==> src/verilog/smbt_pkg.sv <==
// shared constants, register map, field layout and carrier types of the
// static memory bank timing block; assumes a 50 MHz ref_clk as memory clock
package smbt_pkg;

	// ************************************************
	// register map (byte addresses)
	// ************************************************
	localparam logic [31:0] SMBT_PAIR01_OFS = 32'h4800_0008;
	localparam logic [31:0] SMBT_PAIR23_OFS = 32'h4800_000C;
	localparam logic [31:0] SMBT_PAIR45_OFS = 32'h4800_0010;
	localparam logic [31:0] SMBT_STATUS_OFS = 32'h4800_0014;
	localparam logic [31:0] SMBT_CFG_RESET = 32'h7FF0_7FF0;
	localparam int SMBT_WIDTH_BIT = 3;
	localparam int SMBT_NUM_PAIRS = 3;

	// ************************************************
	// device type codes and timing counts
	// ************************************************
	localparam logic [2:0] SMBT_TYPE_NONBURST = 3'h0;
	localparam logic [2:0] SMBT_TYPE_SRAM = 3'h1;
	localparam logic [2:0] SMBT_TYPE_BURST4 = 3'h2;
	localparam logic [2:0] SMBT_TYPE_BURST8 = 3'h3;
	localparam logic [2:0] SMBT_TYPE_VARIO = 3'h4;
	localparam logic [4:0] SMBT_SETUP_SHORT = 5'h0;
	localparam logic [4:0] SMBT_SETUP_LONG = 5'h1;
	localparam logic [1:0] SMBT_STRAP_SETTLE = 2'h3;
	localparam logic [3:0] SMBT_ALL_MASKED = 4'hF;

	// sequencer states, gray-coded in the order they are listed
	typedef enum logic [2:0] {
		SMBT_IDLE = 3'b000,
		SMBT_SETUP = 3'b001,
		SMBT_STROBE = 3'b011,
		SMBT_GAP = 3'b010,
		SMBT_HOLD = 3'b110,
		SMBT_RECOV = 3'b111
	} smbt_state_t;

	// one bank half of a pair register, msb first as laid out in the word
	typedef struct packed {
		logic buffering;
		logic [2:0] recovery;
		logic [3:0] next_delay;
		logic [3:0] first_delay;
		logic width16;
		logic [2:0] mem_type;
	} smbt_half_t;

	// one access request from the internal side
	typedef struct packed {
		logic write;
		logic [2:0] bank;
		logic [25:0] addr;
		logic [2:0] beats_m1;
		logic [3:0] mask_n;
		logic [31:0] wdata;
	} smbt_req_t;

	// programmed first-access code to effective memory clocks
	function automatic logic [4:0] smbt_first_delay(input logic [3:0] code);
		logic [4:0] eff;
		eff = {1'b0, code};
		case (code)
			4'hC: eff = 5'h0D;
			4'hD: eff = 5'h0F;
			4'hE: eff = 5'h12;
			4'hF: eff = 5'h17;
			default: eff = {1'b0, code};
		endcase
		return eff;
	endfunction

endpackage

==> src/verilog/smbt_ctrl.sv <==
// asynchronous static memory sequencer driven by per-bank timing halves
// assumes ref_clk is the memory clock and requests come from ref_clk logic
//
// Notes on behaviour
// - first delay codes 0-11 literal; 12..15 become 13, 15, 18, 23
// - first read of non-variable-latency devices: address to data is first+2
// - later reads of non-burst devices: address to data is first+1
// - flash writes hold write strobe low for first+1 clocks
// - variable-latency strobes last at least first+1 clocks per beat
// - width bit: 0 is 32-bit bus, 1 is 16-bit; software keeps it fixed
// - type field: 0 nonburst, 1 sram, 2 burst4, 3 burst8, 4 variable io
// - burst-of-four changes only the two low non-byte address bits
// - burst-of-eight changes three low bits; writes are single accesses
// - burst roms use first delay on the first beat of each group, next delay afterwards
// - recovery field spaces accesses; software sets it from turn-off time
// - bank 0 uses low half of the first word; odd banks use upper halves
// - chip select stays high twice the recovery value before reassertion
// - later burst beats within a group: address to data is next delay plus one
// - ready input passes a two-stage synchroniser before use
// - fully masked write beat keeps write strobe high, select asserted
//
// Strobed register access is this design's own decision.
`timescale 1ns/1ns
module smbt_ctrl
	import smbt_pkg::*;
(
	input wire logic ref_clk,
	input wire logic rst,
	input wire logic [31:0] reg_addr,
	input wire logic [31:0] reg_wdata,
	input wire logic reg_wr,
	input wire logic reg_rd,
	output logic [31:0] reg_rdata,
	input wire logic req_valid,
	input wire smbt_req_t req,
	output logic req_ready,
	output logic rd_valid,
	output logic [31:0] rd_data,
	output logic [25:0] memory_address_bus,
	output logic [5:0] bank_select_n,
	output logic output_enable_n,
	output logic write_enable_n,
	output logic io_write_enable_n,
	output logic [3:0] byte_mask_n,
	output logic [31:0] mem_data_o,
	output logic mem_data_oe,
	input wire logic [31:0] mem_data_i,
	input wire logic io_ready,
	input wire logic width_strap
);
	// ************************************************
	// declarations
	// ************************************************
	// register side and latched request
	logic [SMBT_NUM_PAIRS-1:0][31:0] cfg_words;
	logic [31:0] status_word;
	logic [31:0] pair_word;
	smbt_half_t req_half;
	smbt_half_t cfg_q;
	smbt_state_t state_q;
	logic [4:0] cnt_q;
	logic [2:0] beats_left_q;
	logic [2:0] beat_idx_q;
	logic write_q;
	logic [2:0] bank_q;
	logic [25:0] addr_q;
	logic [3:0] mask_q;
	logic [31:0] wdata_q;
	// pin-side flops; the address, mask and write data outputs use the latched request flops
	logic ready_q;
	logic rd_valid_q;
	logic [31:0] rd_data_q;
	logic [5:0] cs_n_q;
	logic oe_n_q;
	logic we_n_q;
	logic iowe_n_q;
	logic data_oe_q;
	// ready synchroniser pair
	logic rdy_meta_q;
	logic rdy_sync_q;
	// decode wires
	logic accept;
	logic [4:0] first_eff;
	logic [4:0] next_eff;
	logic [4:0] recov_cnt;
	logic is_var;
	logic is_burst4;
	logic is_burst8;
	logic [2:0] beat_nxt;
	logic group_start;
	logic [4:0] beat_cnt;
	logic strobe_done;
	logic last_beat;
	logic [25:0] addr_step;
	logic [25:0] addr_wrap;
	logic [25:0] addr_next;
	logic [5:0] cs_sel_n;
	logic write_masked;

	// ************************************************
	// configuration registers
	// ************************************************
	smbt_cfg_regs u_regs (
		.ref_clk(ref_clk),
		.rst(rst),
		.reg_addr(reg_addr),
		.reg_wdata(reg_wdata),
		.reg_wr(reg_wr),
		.reg_rd(reg_rd),
		.status_word(status_word),
		.width_strap(width_strap),
		.reg_rdata(reg_rdata),
		.cfg_words(cfg_words)
	);

	// status shows the sequencer itself: busy, state, beats still to go
	assign status_word = {21'h00_0000, ~ready_q, state_q,
		beat_idx_q, beats_left_q, 1'b0};

	// ************************************************
	// bank half selection
	// ************************************************
	// banks 6 and 7 do not exist; they fall onto the last pair
	assign pair_word = (req.bank[2:1] == 2'h0) ? cfg_words[0] :
		(req.bank[2:1] == 2'h1) ? cfg_words[1] :
		cfg_words[2];
	assign req_half = req.bank[0] ?
		pair_word[31:16] : pair_word[15:0];
	// a request is taken only while idle and ready
	assign accept = req_valid && ready_q;

	// ************************************************
	// latched timing decode
	// ************************************************
	// decoded only from the latched half so a write mid-access cannot skew it
	assign first_eff = smbt_first_delay(cfg_q.first_delay);
	// the next delay is taken literally; only the first delay stretches
	assign next_eff = {1'b0, cfg_q.next_delay};
	// recovery counts in pairs of memory clocks
	assign recov_cnt = {1'b0, cfg_q.recovery, 1'b0};
	assign is_var = (cfg_q.mem_type == SMBT_TYPE_VARIO);
	assign is_burst4 = (cfg_q.mem_type == SMBT_TYPE_BURST4);
	assign is_burst8 = (cfg_q.mem_type == SMBT_TYPE_BURST8);

	// classed by the beat after the one now ending, since the count is
	// loaded as a beat finishes; burst-of-four restarts every four beats
	assign beat_nxt = beat_idx_q + 3'h1;
	assign group_start = is_burst4 ? (beat_nxt[1:0] == 2'h0) :
		is_burst8 ? (beat_nxt == 3'h0) : 1'b1;

	// count loaded for the following beat; the address changes with the
	// latch edge so the count is latency minus one
	assign beat_cnt = (group_start || cfg_q.mem_type == SMBT_TYPE_SRAM) ?
		first_eff : next_eff;

	// ************************************************
	// beat completion
	// ************************************************
	// variable-latency beats also wait for the synchronised ready level
	assign strobe_done = (cnt_q == 5'h00) &&
		(!is_var || rdy_sync_q);
	// beats still to go reach zero on the final beat
	assign last_beat = (beats_left_q == 3'h0);
	// a write with every lane masked keeps its strobe parked high
	assign write_masked = (mask_q == SMBT_ALL_MASKED);

	// ************************************************
	// burst address advance
	// ************************************************
	// burst devices wrap inside their burst field, others simply step
	assign addr_step = cfg_q.width16 ? 26'h000_0002 : 26'h000_0004;
	assign addr_wrap = is_burst4 ? (cfg_q.width16 ? 26'h000_0006 : 26'h000_000C) :
		is_burst8 ? (cfg_q.width16 ? 26'h000_000E : 26'h000_001C) :
		26'h3FF_FFFF;
	assign addr_next = (addr_q & ~addr_wrap) |
		((addr_q + addr_step) & addr_wrap);

	// one-hot active-low select for the latched bank
	assign cs_sel_n = ~(6'h01 << bank_q);

	// ************************************************
	// ready input synchroniser
	// ************************************************
	// the first flop feeds only the second
	// a late ready only stretches a beat; it can never shorten one
	always_ff @(posedge ref_clk or posedge rst) begin
		if (rst) begin
			rdy_meta_q <= 1'b0;
			rdy_sync_q <= 1'b0;
		end else begin
			rdy_meta_q <= io_ready;
			rdy_sync_q <= rdy_meta_q;
		end
	end

	// ************************************************
	// access capture
	// ************************************************
	// request and timing half are frozen for the whole access
	always_ff @(posedge ref_clk or posedge rst) begin
		if (rst) begin
			cfg_q <= smbt_half_t'(SMBT_CFG_RESET[15:0]);
			write_q <= 1'b0;
			bank_q <= 3'h0;
			mask_q <= 4'h0;
			wdata_q <= 32'h0000_0000;
		end else if (accept) begin
			cfg_q <= req_half;
			write_q <= req.write;
			bank_q <= req.bank;
			// reads always open every byte lane
			mask_q <= req.write ? req.mask_n : 4'h0;
			wdata_q <= req.wdata;
		end
	end

	// ************************************************
	// sequencer
	// ************************************************
	// strobes and select come from flops; every pin changes on a clock edge
	always_ff @(posedge ref_clk or posedge rst) begin
		if (rst) begin
			state_q <= SMBT_IDLE;
			cnt_q <= 5'h00;
			beats_left_q <= 3'h0;
			beat_idx_q <= 3'h0;
			addr_q <= 26'h000_0000;
			ready_q <= 1'b0;
			rd_valid_q <= 1'b0;
			rd_data_q <= 32'h0000_0000;
			cs_n_q <= 6'h3F;
			oe_n_q <= 1'b1;
			we_n_q <= 1'b1;
			iowe_n_q <= 1'b1;
			data_oe_q <= 1'b0;
		end else begin
			rd_valid_q <= 1'b0;
			case (state_q)
				SMBT_IDLE: begin
					// ready comes back one clock after the sequencer settles
					ready_q <= 1'b1;
					if (accept) begin
						ready_q <= 1'b0;
						addr_q <= req.addr;
						beat_idx_q <= 3'h0;
						// writes always go out as one beat
						beats_left_q <= req.write ? 3'h0 : req.beats_m1;
						data_oe_q <= req.write;
						// plain reads raise select and strobe together after
						// one address setup clock; others need a lead clock
						cnt_q <= (!req.write && req_half.mem_type != SMBT_TYPE_VARIO) ?
							SMBT_SETUP_SHORT : SMBT_SETUP_LONG;
						state_q <= SMBT_SETUP;
					end
				end
				SMBT_SETUP: begin
					// select is driven here; the strobe joins it once setup runs out
					cs_n_q <= cs_sel_n;
					if (cnt_q != 5'h00) begin
						cnt_q <= cnt_q - 5'h01;
					end else begin
						// first beat: setup clock plus first+1 gives first+2
						cnt_q <= first_eff;
						oe_n_q <= write_q;
						we_n_q <= !(write_q && !is_var && !write_masked);
						iowe_n_q <= !(write_q && is_var && !write_masked);
						state_q <= SMBT_STROBE;
					end
				end
				SMBT_STROBE: begin
					// a beat ends when its count is out and, for io, ready is seen
					if (!strobe_done) begin
						if (cnt_q != 5'h00) cnt_q <= cnt_q - 5'h01;
					end else begin
						// data are taken at the edge that ends the beat
						if (!write_q) begin
							rd_valid_q <= 1'b1;
							rd_data_q <= mem_data_i;
						end
						beat_idx_q <= beat_idx_q + 3'h1;
						beats_left_q <= beats_left_q - 3'h1;
						if (last_beat) begin
							oe_n_q <= 1'b1;
							we_n_q <= 1'b1;
							iowe_n_q <= 1'b1;
							state_q <= SMBT_HOLD;
						end else if (is_var) begin
							// variable-latency strobes toggle on every beat
							oe_n_q <= 1'b1;
							cnt_q <= next_eff;
							addr_q <= addr_next;
							state_q <= SMBT_GAP;
						end else begin
							// plain reads keep the strobe low and just move on
							cnt_q <= beat_cnt;
							addr_q <= addr_next;
						end
					end
				end
				SMBT_GAP: begin
					// strobe high for next+1 clocks between beats
					if (cnt_q != 5'h00) begin
						cnt_q <= cnt_q - 5'h01;
					end else begin
						oe_n_q <= 1'b0;
						cnt_q <= first_eff;
						state_q <= SMBT_STROBE;
					end
				end
				SMBT_HOLD: begin
					// select and data held one clock past the strobe
					cs_n_q <= 6'h3F;
					data_oe_q <= 1'b0;
					cnt_q <= recov_cnt;
					state_q <= (recov_cnt == 5'h00) ? SMBT_IDLE : SMBT_RECOV;
				end
				SMBT_RECOV: begin
					// recovery applies after every access; this is stricter
					// than needed for same-bank reads but never too short
					if (cnt_q == 5'h01) state_q <= SMBT_IDLE;
					cnt_q <= cnt_q - 5'h01;
				end
				// unused state codes fall back to idle with selects off
				default: begin
					state_q <= SMBT_IDLE;
					cs_n_q <= 6'h3F;
				end
			endcase
		end
	end

	// ************************************************
	// output drive
	// ************************************************
	// straight from the flops; no logic between them and the pins
	assign req_ready = ready_q;
	assign rd_valid = rd_valid_q;
	assign rd_data = rd_data_q;
	assign memory_address_bus = addr_q;
	assign bank_select_n = cs_n_q;
	assign output_enable_n = oe_n_q;
	assign write_enable_n = we_n_q;
	assign io_write_enable_n = iowe_n_q;
	assign byte_mask_n = mask_q;
	assign mem_data_o = wdata_q;
	assign mem_data_oe = data_oe_q;
endmodule

==> src/verilog/smbt_cfg_regs.sv <==
// three bank-pair timing words plus a status word, read data registered
// assumes one-cycle strobes from the register master on ref_clk
`timescale 1ns/1ns
module smbt_cfg_regs
	import smbt_pkg::*;
(
	input wire logic ref_clk,
	input wire logic rst,
	input wire logic [31:0] reg_addr,
	input wire logic [31:0] reg_wdata,
	input wire logic reg_wr,
	input wire logic reg_rd,
	input wire logic [31:0] status_word,
	input wire logic width_strap,
	output logic [31:0] reg_rdata,
	output logic [SMBT_NUM_PAIRS-1:0][31:0] cfg_words
);
	logic [SMBT_NUM_PAIRS-1:0] hit;
	logic [SMBT_NUM_PAIRS-1:0][31:0] cfg_q;
	logic strap_meta_q;
	logic strap_sync_q;
	logic [1:0] settle_q;
	logic strap_load;
	logic hit_status;
	logic [31:0] rd_mux;
	logic [31:0] rdata_q;

	// ************************************************
	// strap capture after reset release
	// ************************************************
	// the strap pin is asynchronous: two flops, then one load of bank 0 width
	always_ff @(posedge ref_clk or posedge rst) begin
		if (rst) begin
			strap_meta_q <= 1'b0;
			strap_sync_q <= 1'b0;
			settle_q <= 2'h0;
		end else begin
			strap_meta_q <= width_strap;
			strap_sync_q <= strap_meta_q;
			if (settle_q != SMBT_STRAP_SETTLE) settle_q <= settle_q + 2'h1;
		end
	end
	assign strap_load = (settle_q == 2'h2);

	// ************************************************
	// pair registers
	// ************************************************
	genvar i;
	generate
		for (i = 0; i < SMBT_NUM_PAIRS; i++) begin : g_pair
			assign hit[i] = (reg_addr == SMBT_PAIR01_OFS + 32'(4 * i));
			always_ff @(posedge ref_clk or posedge rst) begin
				if (rst) begin
					cfg_q[i] <= SMBT_CFG_RESET;
				end else if (reg_wr && hit[i]) begin
					cfg_q[i] <= reg_wdata;
				end else if (i == 0 && strap_load) begin
					cfg_q[i][SMBT_WIDTH_BIT] <= strap_sync_q;
				end
			end
		end
	endgenerate

	// ************************************************
	// read path
	// ************************************************
	// unmapped addresses read as zero
	assign hit_status = (reg_addr == SMBT_STATUS_OFS);
	assign rd_mux = hit[0] ? cfg_q[0] :
		hit[1] ? cfg_q[1] :
		hit[2] ? cfg_q[2] :
		hit_status ? status_word : 32'h0000_0000;

	// read data stand only in the cycle after the strobe
	always_ff @(posedge ref_clk or posedge rst) begin
		if (rst) rdata_q <= 32'h0000_0000;
		else rdata_q <= reg_rd ? rd_mux : 32'h0000_0000;
	end

	assign reg_rdata = rdata_q;
	assign cfg_words = cfg_q;
endmodule

==> config.mk <==
export PLATFORM = sky130hd
export DESIGN_NAME = smbt_ctrl
export DESIGN_NICKNAME = d
export VERILOG_FILES = /design/src/verilog/smbt_pkg.sv /design/src/verilog/smbt_ctrl.sv /design/src/verilog/smbt_cfg_regs.sv
export SDC_FILE = /design/constraint.sdc
export NUM_CORES = 1
export LEC_CHECK = 0
export BUFFER_PORTS_ARGS = -buffer_cell sky130_fd_sc_hd__buf_2
export CORE_ASPECT_RATIO = 0.6
export CORE_UTILIZATION = 35
export DETAILED_ROUTE_END_ITERATION = 6
export PLACE_DENSITY_LB_ADDON = 0.2
export SLEW_MARGIN = 20
export SYNTH_ARGS = -nofsm -noshare
export SYNTH_HDL_FRONTEND = slang
export SYNTH_SLANG_ARGS = --single-unit
==> constraint.sdc <==
create_clock -name ref_clk -period 9.1 [get_ports ref_clk]
set_input_delay 1.82 -clock ref_clk [delete_from_list [all_inputs] [get_ports ref_clk]]
set_output_delay 1.82 -clock ref_clk [all_outputs]
set_load 0.1 [all_outputs]
==> results.ini, run 1 <==
[global_routing]
grt_max_degree=165
grt_usage_pct=20.5
grt_pass1_vias=10400
antenna_found_initial=1
grt_overflow_total=0
grt_first_pass_wirelength_um=62000

[sta]
slew_viol_final=0
setup_violations=0
hold_viol_final=0
hold_slack_ps=357
period_share_pct=44.1
fmax_ghz=0.249
slew_headroom_pct=32.0
fin_tns_setup_ps=0
rsz0062_at_grt=false
tightest_slew_ps=1010
clock_skew_ps=9.23
min_period_ps=4010

[clock_tree]
cts_sinks=273
cts_htree_levels=1
clock-root-buffer=clkbuf_16
numCtsBuffers=28
cts_resized=0
post-cts-setup-buffers=0
clk_pin_slew_worst_paths_ps=70
cts_hold_buffers=0
clk_latency_ps=550
clk_path_buf_depth=3
cts_tree=yes

[setup_path]
r2r-end=rd_data[14]
cp-end-kind=flop
r2r_slack_ps=6110
crit_type=in2reg
worst-path-max-fanout=23
cp.required_ps=9530
worstSetupStartpointType=input port
r2r_start=cnt_q[0]
worstRegToRegCells=7
critical_path_arrival_ps=4440

[floorplanning]
die-area_um2=38400
start_util_pct=35.9
die-width_um=252
die_h_um=152
core_um2=36700
rows=54
pin_count=310

[yosys]
synth_edf_count=0
syn_nets=1336
synthFlopType=dfrtp_1
syn_inst=1152
synthDistinctLibCells=73
ys_async_sr_fraction_pct=100
yosysSeqAreaShare_pct=52.8
syn-cell-area_um2=13200
ys_ff_latch=273
avgSynthCellArea_um2=11.4
synth_warnings=0

[pwr]
pwr_density_cell_nw_per_um2=343
p_leak_nw=7.39
vdd_ir_drop_max_mv=0.321

[route]
firstDrtPassIters=6
wl_um=38900
vias=10300
ant_nets=0
avgRoutedWirePerCell_um=19.8
drt_iter0_drc=794
vias_per_cell=5.23
drc=0

[layout]
area_growth_pct=23.2
nNetsFinal=1620
instances_no_fill=1963
final_area_um2=16200
drive_above_1_share_pct=44.7
final_cell_mix=buf_2, dfrtp_1, mux2_2
layout_commonest_cell=buf_2
fillers=3509

[worst_hold_path]
hold-path-endpoint=u_regs.strap_sync_q
hp-class=reg2reg
hold_depth=0
min_from=u_regs.strap_meta_q

[placement]
io_buffers=309
dpl.hpwl_um=27400
postPlaceCellArea_um2=15200
dp_cells=1910
gp_congestion=0.909

[job]
drv_cap=0

[status]
status=complete, no violations

cells in the mapped netlist (4+ instances only):
| cell | n | area (µm²) |
|---|---|---|
| dfrtp_1 | 187 | 4680 |
| mux2_2 | 141 | 1590 |
| o21ai_0 | 139 | 696 |
| nand2_1 | 108 | 405 |
| dfstp_2 | 86 | 2260 |
| a21oi_1 | 53 | 265 |
| mux2i_1 | 52 | 521 |
| clkbuf_1 | 50 | 188 |
| nor2_1 | 42 | 158 |
| mux2_4 | 29 | 435 |
| inv_1 | 24 | 90.1 |
| nand3_1 | 19 | 95.1 |
| nor3_1 | 19 | 95.1 |
| o22a_1 | 17 | 149 |
| a31oi_1 | 16 | 100 |
| ha_1 | 11 | 138 |
| buf_1 | 10 | 37.5 |
| nor4_1 | 9 | 56.3 |
| a22oi_1 | 8 | 60.1 |
| nand4_1 | 8 | 50.1 |
| buf_2 | 7 | 35.0 |
| o211ai_1 | 7 | 52.6 |
| a32oi_1 | 6 | 52.6 |
| mux4_2 | 6 | 135 |
| nor2b_1 | 6 | 37.5 |
| o22ai_1 | 6 | 37.5 |
| nand2b_1 | 5 | 31.3 |
| a311oi_1 | 4 | 35.0 |
| and3_1 | 4 | 25.0 |
| o21a_1 | 4 | 30.0 |
worst max-delay path, cell delays in order:
cell	delay [ps]
buf_2	90
nor4_1	280
nand4_1	270
nor4_4	300
buf_4	340
nand2_1	550
buf_4	450
mux2_2	310
sequential cells by signal, summed over array words and instances (netlist names), 4 cells and up, named ones only:
name              flops
byte_mask_n           4
bank_select_n         6
cnt_q                 5
u_regs.cfg_words     96
u_regs.reg_rdata     32
cfg_q                15
rd_data              32
mem_data_o           32
worst max-delay path by stage:
stage / startpoint / depth (start not counted) / endpoint / slack, ps
after global placement: reg_addr[20] / 8 / u_regs.cfg_words[63] / 4600
after floorplan: rst / 1 / asynchronous set/reset pin / 3740
after CTS: reg_addr[17] / 8 / u_regs.cfg_words[32] / 5100
after detailed placement: reg_addr[17] / 8 / u_regs.cfg_words[63] / 4520
after global routing: reg_addr[17] / 8 / u_regs.cfg_words[63] / 4850
final: reg_addr[17] / 8 / u_regs.cfg_words[95] / 5090
layer usage:
metal	track usage, %	vias to the layer above	part of all wire [%]
li1	-	4771	-
met1	31.9	5136	50
met2	28.4	306	41
met3	4.66	59	6.5
met4	4.73	2	2.3
met5	0	-	0.033
cells by family (layout without fill, tap and decap cells):
group / Yosys count / after routing / synth area share [%]
adder cells (fa/ha/maj): 12 / 12 / 1.20
other: 0 / 1 / 0
multiplexers: 229 / 229 / 20.5
flip-flops: 273 / 273 / 52.8
AND/OR/NAND/NOR: 245 / 245 / 8.94
AO/OA/AOI/OAI: 291 / 291 / 13.3
XOR/XNOR: 4 / 4 / 0.266
buffers and inverters: 98 / 404 / 3.13
through the flow:
stage	power, mW	util, %	worst slack (ps)
after CTS	5.60	44.2	5100
after global routing	5.81	44.2	4850
after global placement	4.29	41.4	4600
after floorplan	3.78	-	3740
final	5.56	44.2	5090
after detailed placement	4.31	41.4	4520
where the power goes:
part / leakage [nW] / internal (mW) / switching (mW)
clock: 0.496 / 0.773 / 0.497
combinational: 3.63 / 0.524 / 2.09
sequential: 3.26 / 1.46 / 0.214
layout make-up:
type | count | area [µm²] | share of cell area, %
Sequential cell | 273 | 6940 | 42.8
Clock buffer | 39 | 825 | 5.09
Clock inverter | 13 | 194 | 1.20
Antenna cell | 1 | 2.50 | 0.0154
Tap cell | 504 | 631 | 3.89
Timing Repair Buffer | 328 | 1700 | 10.5
Inverter | 24 | 93.8 | 0.579
Multi-Input combinational cell | 781 | 5820 | 35.9
No activity file was read; power rests on OpenSTA's default activity.
==> run 2, diff against run 1 <==
ABC_AREA = 1   (was default)
clock period = 3.9 ns   (was 9.1 ns; I/O delays follow)
==> run 2 against run 1 <==
Flip-flop and latch count unchanged. Critical path depth grew 4. Worst setup slack lost 3800 ps. Combinational power rose to 2.8 times the previous value. Cell area grew 2.9%. Clock-buffer cell count grew 6. Via count rose by 24%. Hold slack worse by 53 ps. Clock skew grew 3.1 ps. Critical path type is now reg2reg. Largest power group unchanged.
==> results.ini, run 2 <==
[floorplanning]
die-area_um2=39800  ; was 38,400 µm²
pin_count=310  ; unchanged
die-width_um=257  ; was 252 µm
start_util_pct=35.8  ; was 35.9%
core_um2=38100  ; was 36,700 µm²
die_h_um=155  ; was 152 µm
rows=55  ; was 54

[yosys]
synth_area_leaders=dfrtp_1, nand2_1, dfstp_2  ; was dfrtp_1, dfstp_2, mux2_2
synthTopCellsByCount=nand2_1, o21ai_0, dfrtp_1  ; was dfrtp_1, mux2_2, o21ai_0
synthFlopType=dfrtp_1  ; unchanged
syn-cell-area_um2=13600  ; was 13,200 µm²
yosys.area.top_type=dfrtp_1  ; unchanged
yosysMostFrequentCell=nand2_1  ; was dfrtp_1
yosysSeqAreaShare_pct=50.9  ; was 52.8%
avgSynthCellArea_um2=7.71  ; was 11.4 µm²
synth_warnings=0  ; unchanged
ys_async_sr_fraction_pct=100  ; unchanged
syn_inst=1769  ; was 1,152
syn_nets=1953  ; was 1,336
yosys.area.top_type_share_pct=34.3  ; was 35.6%
synth_edf_count=0  ; unchanged
synthDistinctLibCells=51  ; was 73
ys_ff_latch=273  ; unchanged

[setup_path]
path_cells=ha_1 -> inv_1 -> fa_1 -> inv_1 -> nand2_1 -> nor2_1 -> nand2_1 -> nor3_2 -> nand3_1 -> o21ai_0 -> nand2_1 -> nand2_1  ; was buf_2 -> nor4_1 -> nand4_1 -> nor4_4 -> buf_4 -> nand2_1 -> buf_4 -> mux2_2
slowest_stage=dfrtp_1  ; was nand2_1
cp-startpoint=cfg_q[3]  ; was reg_addr[17]
critical_path_arrival_ps=3080  ; was 4440 ps
crit_top_cell=nand2_1  ; was buf_4
cp_slowest_stage_delay_ps=470  ; was 550 ps
crit_type=reg2reg  ; was in2reg
r2r_start=cfg_q[3]  ; was cnt_q[0]
worst-path-max-fanout=5  ; was 23
cp-end-kind=flop  ; unchanged
worstSetupStartpointType=flop  ; was input port
cp.required_ps=4410  ; was 9530 ps

[route]
wl_um=44800  ; was 38,900 µm
ant_nets=0  ; unchanged
avgRoutedWirePerCell_um=17.3  ; was 19.8 µm
firstDrtPassIters=5  ; was 6
vias_per_cell=4.92  ; was 5.23
drc=0  ; unchanged
vias=12800  ; was 10,300
drt_iter0_drc=1247  ; was 794

[sta]
min_period_ps=2570
setup_violations=0  ; unchanged
clock_skew_ps=12.3  ; was 9.23 ps
rsz0062_at_grt=false  ; unchanged
tightest_slew_ps=931  ; was 1010 ps
hold_slack_ps=303  ; was 357 ps
fin_ws_ps=1330  ; was 5090 ps
slew_viol_final=0  ; unchanged
period_share_pct=65.8
fmax_ghz=0.390
slew_headroom_pct=37.7  ; was 32.0%
hold_viol_final=0  ; unchanged

[placement]
gp_congestion=0.922  ; was 0.909
dpl.hpwl_um=32300  ; was 27,400 µm
dp_slack_ps=1080  ; was 4520 ps
io_buffers=309  ; unchanged

[clock_tree]
cts_htree_levels=1  ; unchanged
cts_resized=0  ; unchanged
clk_pin_slew_worst_paths_ps=60  ; was 70 ps
clk_path_buf_depth=3  ; unchanged
cts_hold_buffers=0  ; unchanged
clk_latency_ps=580  ; was 550 ps
cts_sinks=273  ; unchanged
clock-root-buffer=clkbuf_16  ; unchanged
cts_tree=yes  ; unchanged
post-cts-setup-buffers=0  ; unchanged
numCtsBuffers=29  ; was 28

[pwr]
vdd_ir_drop_max_mv=0.732  ; was 0.321 mV
p_leak_nw=8.12  ; was 7.39 nW
pwr_density_cell_nw_per_um2=856  ; was 343 nW/µm²

[status]
status=complete, no violations  ; unchanged

[worst_hold_path]
hp-class=in2reg  ; was reg2reg
min_from=width_strap  ; was u_regs.strap_meta_q

[layout]
drive_above_1_share_pct=24.1  ; was 44.7%
area_growth_pct=22.4  ; was 23.2%
final_cell_mix=nand2_1, buf_2, o21ai_0  ; was buf_2, dfrtp_1, mux2_2
nNetsFinal=2241  ; was 1,620
layout_commonest_cell=nand2_1  ; was buf_2
largest_reg_flops=96  ; unchanged
fillers=3883  ; was 3,509

[global_routing]
grt_usage_pct=22.5  ; was 20.5%
grt_overflow_total=0  ; unchanged
grt_max_degree=80  ; was 165
antenna_found_initial=3  ; was 1
grt_pass1_vias=12200  ; was 10,400
grt_first_pass_wirelength_um=70700  ; was 62,000 µm

[job]
drv_cap=0  ; unchanged

-- run 2: cell types whose count changed after synthesis, moves of 51 or more --
| cell | change |
|---|---|
| o21ai_0 | +70 |
| nor2_1 | +79 |
| mux2_2 | -140 |
| inv_1 | +134 |
| nand2_1 | +536 |
| mux2i_1 | -51 |
-- run 2: per-stage QoR --
step                      total power [mW]  cells  util [%]  area, µm²  TNS (ps)
after floorplan                       9.91   1769         -      13600    -78390
after global placement                11.3   2539      41.2      15700         0
after detailed placement              11.4   2539      41.2      15700         0
after CTS                             14.3   2593      43.8      16700         0
after global routing                  15.0   2594      43.8      16700         0
final                                 14.3   2594      43.8      16700         0
-- run 2: cell type report --
| cell class | count | area, µm² | share of cell area, % |
|---|---|---|---|
| sequential | 273 | 6940 | 41.6 |
| multi-input combinational | 1256 | 5730 | 34.3 |
| timing repair buffer | 332 | 1760 | 10.5 |
| clock buffer | 45 | 877 | 5.26 |
| tap | 513 | 642 | 3.85 |
| inverter | 165 | 624 | 3.74 |
| clock inverter | 9 | 113 | 0.675 |
| antenna | 1 | 2.50 | 0.0150 |
-- run 2: critical path: cells and delay by family, from the launching register on --
family / cells / cell delay, ps
buffers and inverters: 2 / 150
and+or+nand+nor: 7 / 1050
AOI/OAI and AO/OA: 1 / 180
adders and majority gates: 2 / 630
DFF: 1 / 470
-- run 2: path summary, 6_finish.rpt --
check	to	slack, ps	cells past startpoint
setup / recovery	flop	1330	12
hold / removal	u_regs.strap_meta_q	300	1
setup reg to reg	flop	1330	12
hold reg to reg	rdy_sync_q	350	0
max in group asynchronous	bank_select_n[2]	2590	3
min in group asynchronous	u_regs.cfg_words[15]	390	2
-- run 2: per-layer routing --
layer | vias to the layer above | part of all wire (%) | global-route usage (%)
met5 | - | 0.029 | 0
li1 | 6223 | - | -
met1 | 6032 | 50 | 35.3
met2 | 440 | 41 | 31.4
met3 | 72 | 7.2 | 4.25
met4 | 2 | 2.2 | 5.05
-- run 2: cell families after synthesis --
logic type	after synthesis	synth area share (%)
buffers and inverters	240	7.11
and+or+nand+nor	894	26.7
adders and majority gates	12	1.16
AOI/OAI and AO/OA	338	13.3
muxes	2	0.156
xor gates and xnor gates	10	0.642
DFF	273	50.9
-- run 2: report_power, final --
group / switching (mW) / internal (mW) / leakage [nW] / total, mW
clock: 1.22 / 1.68 / 0.487 / 2.90
sequential: 0.523 / 3.50 / 3.28 / 4.02
combinational: 6.13 / 1.23 / 4.36 / 7.36
total: 7.87 / 6.42 / 8.12 / 14.3
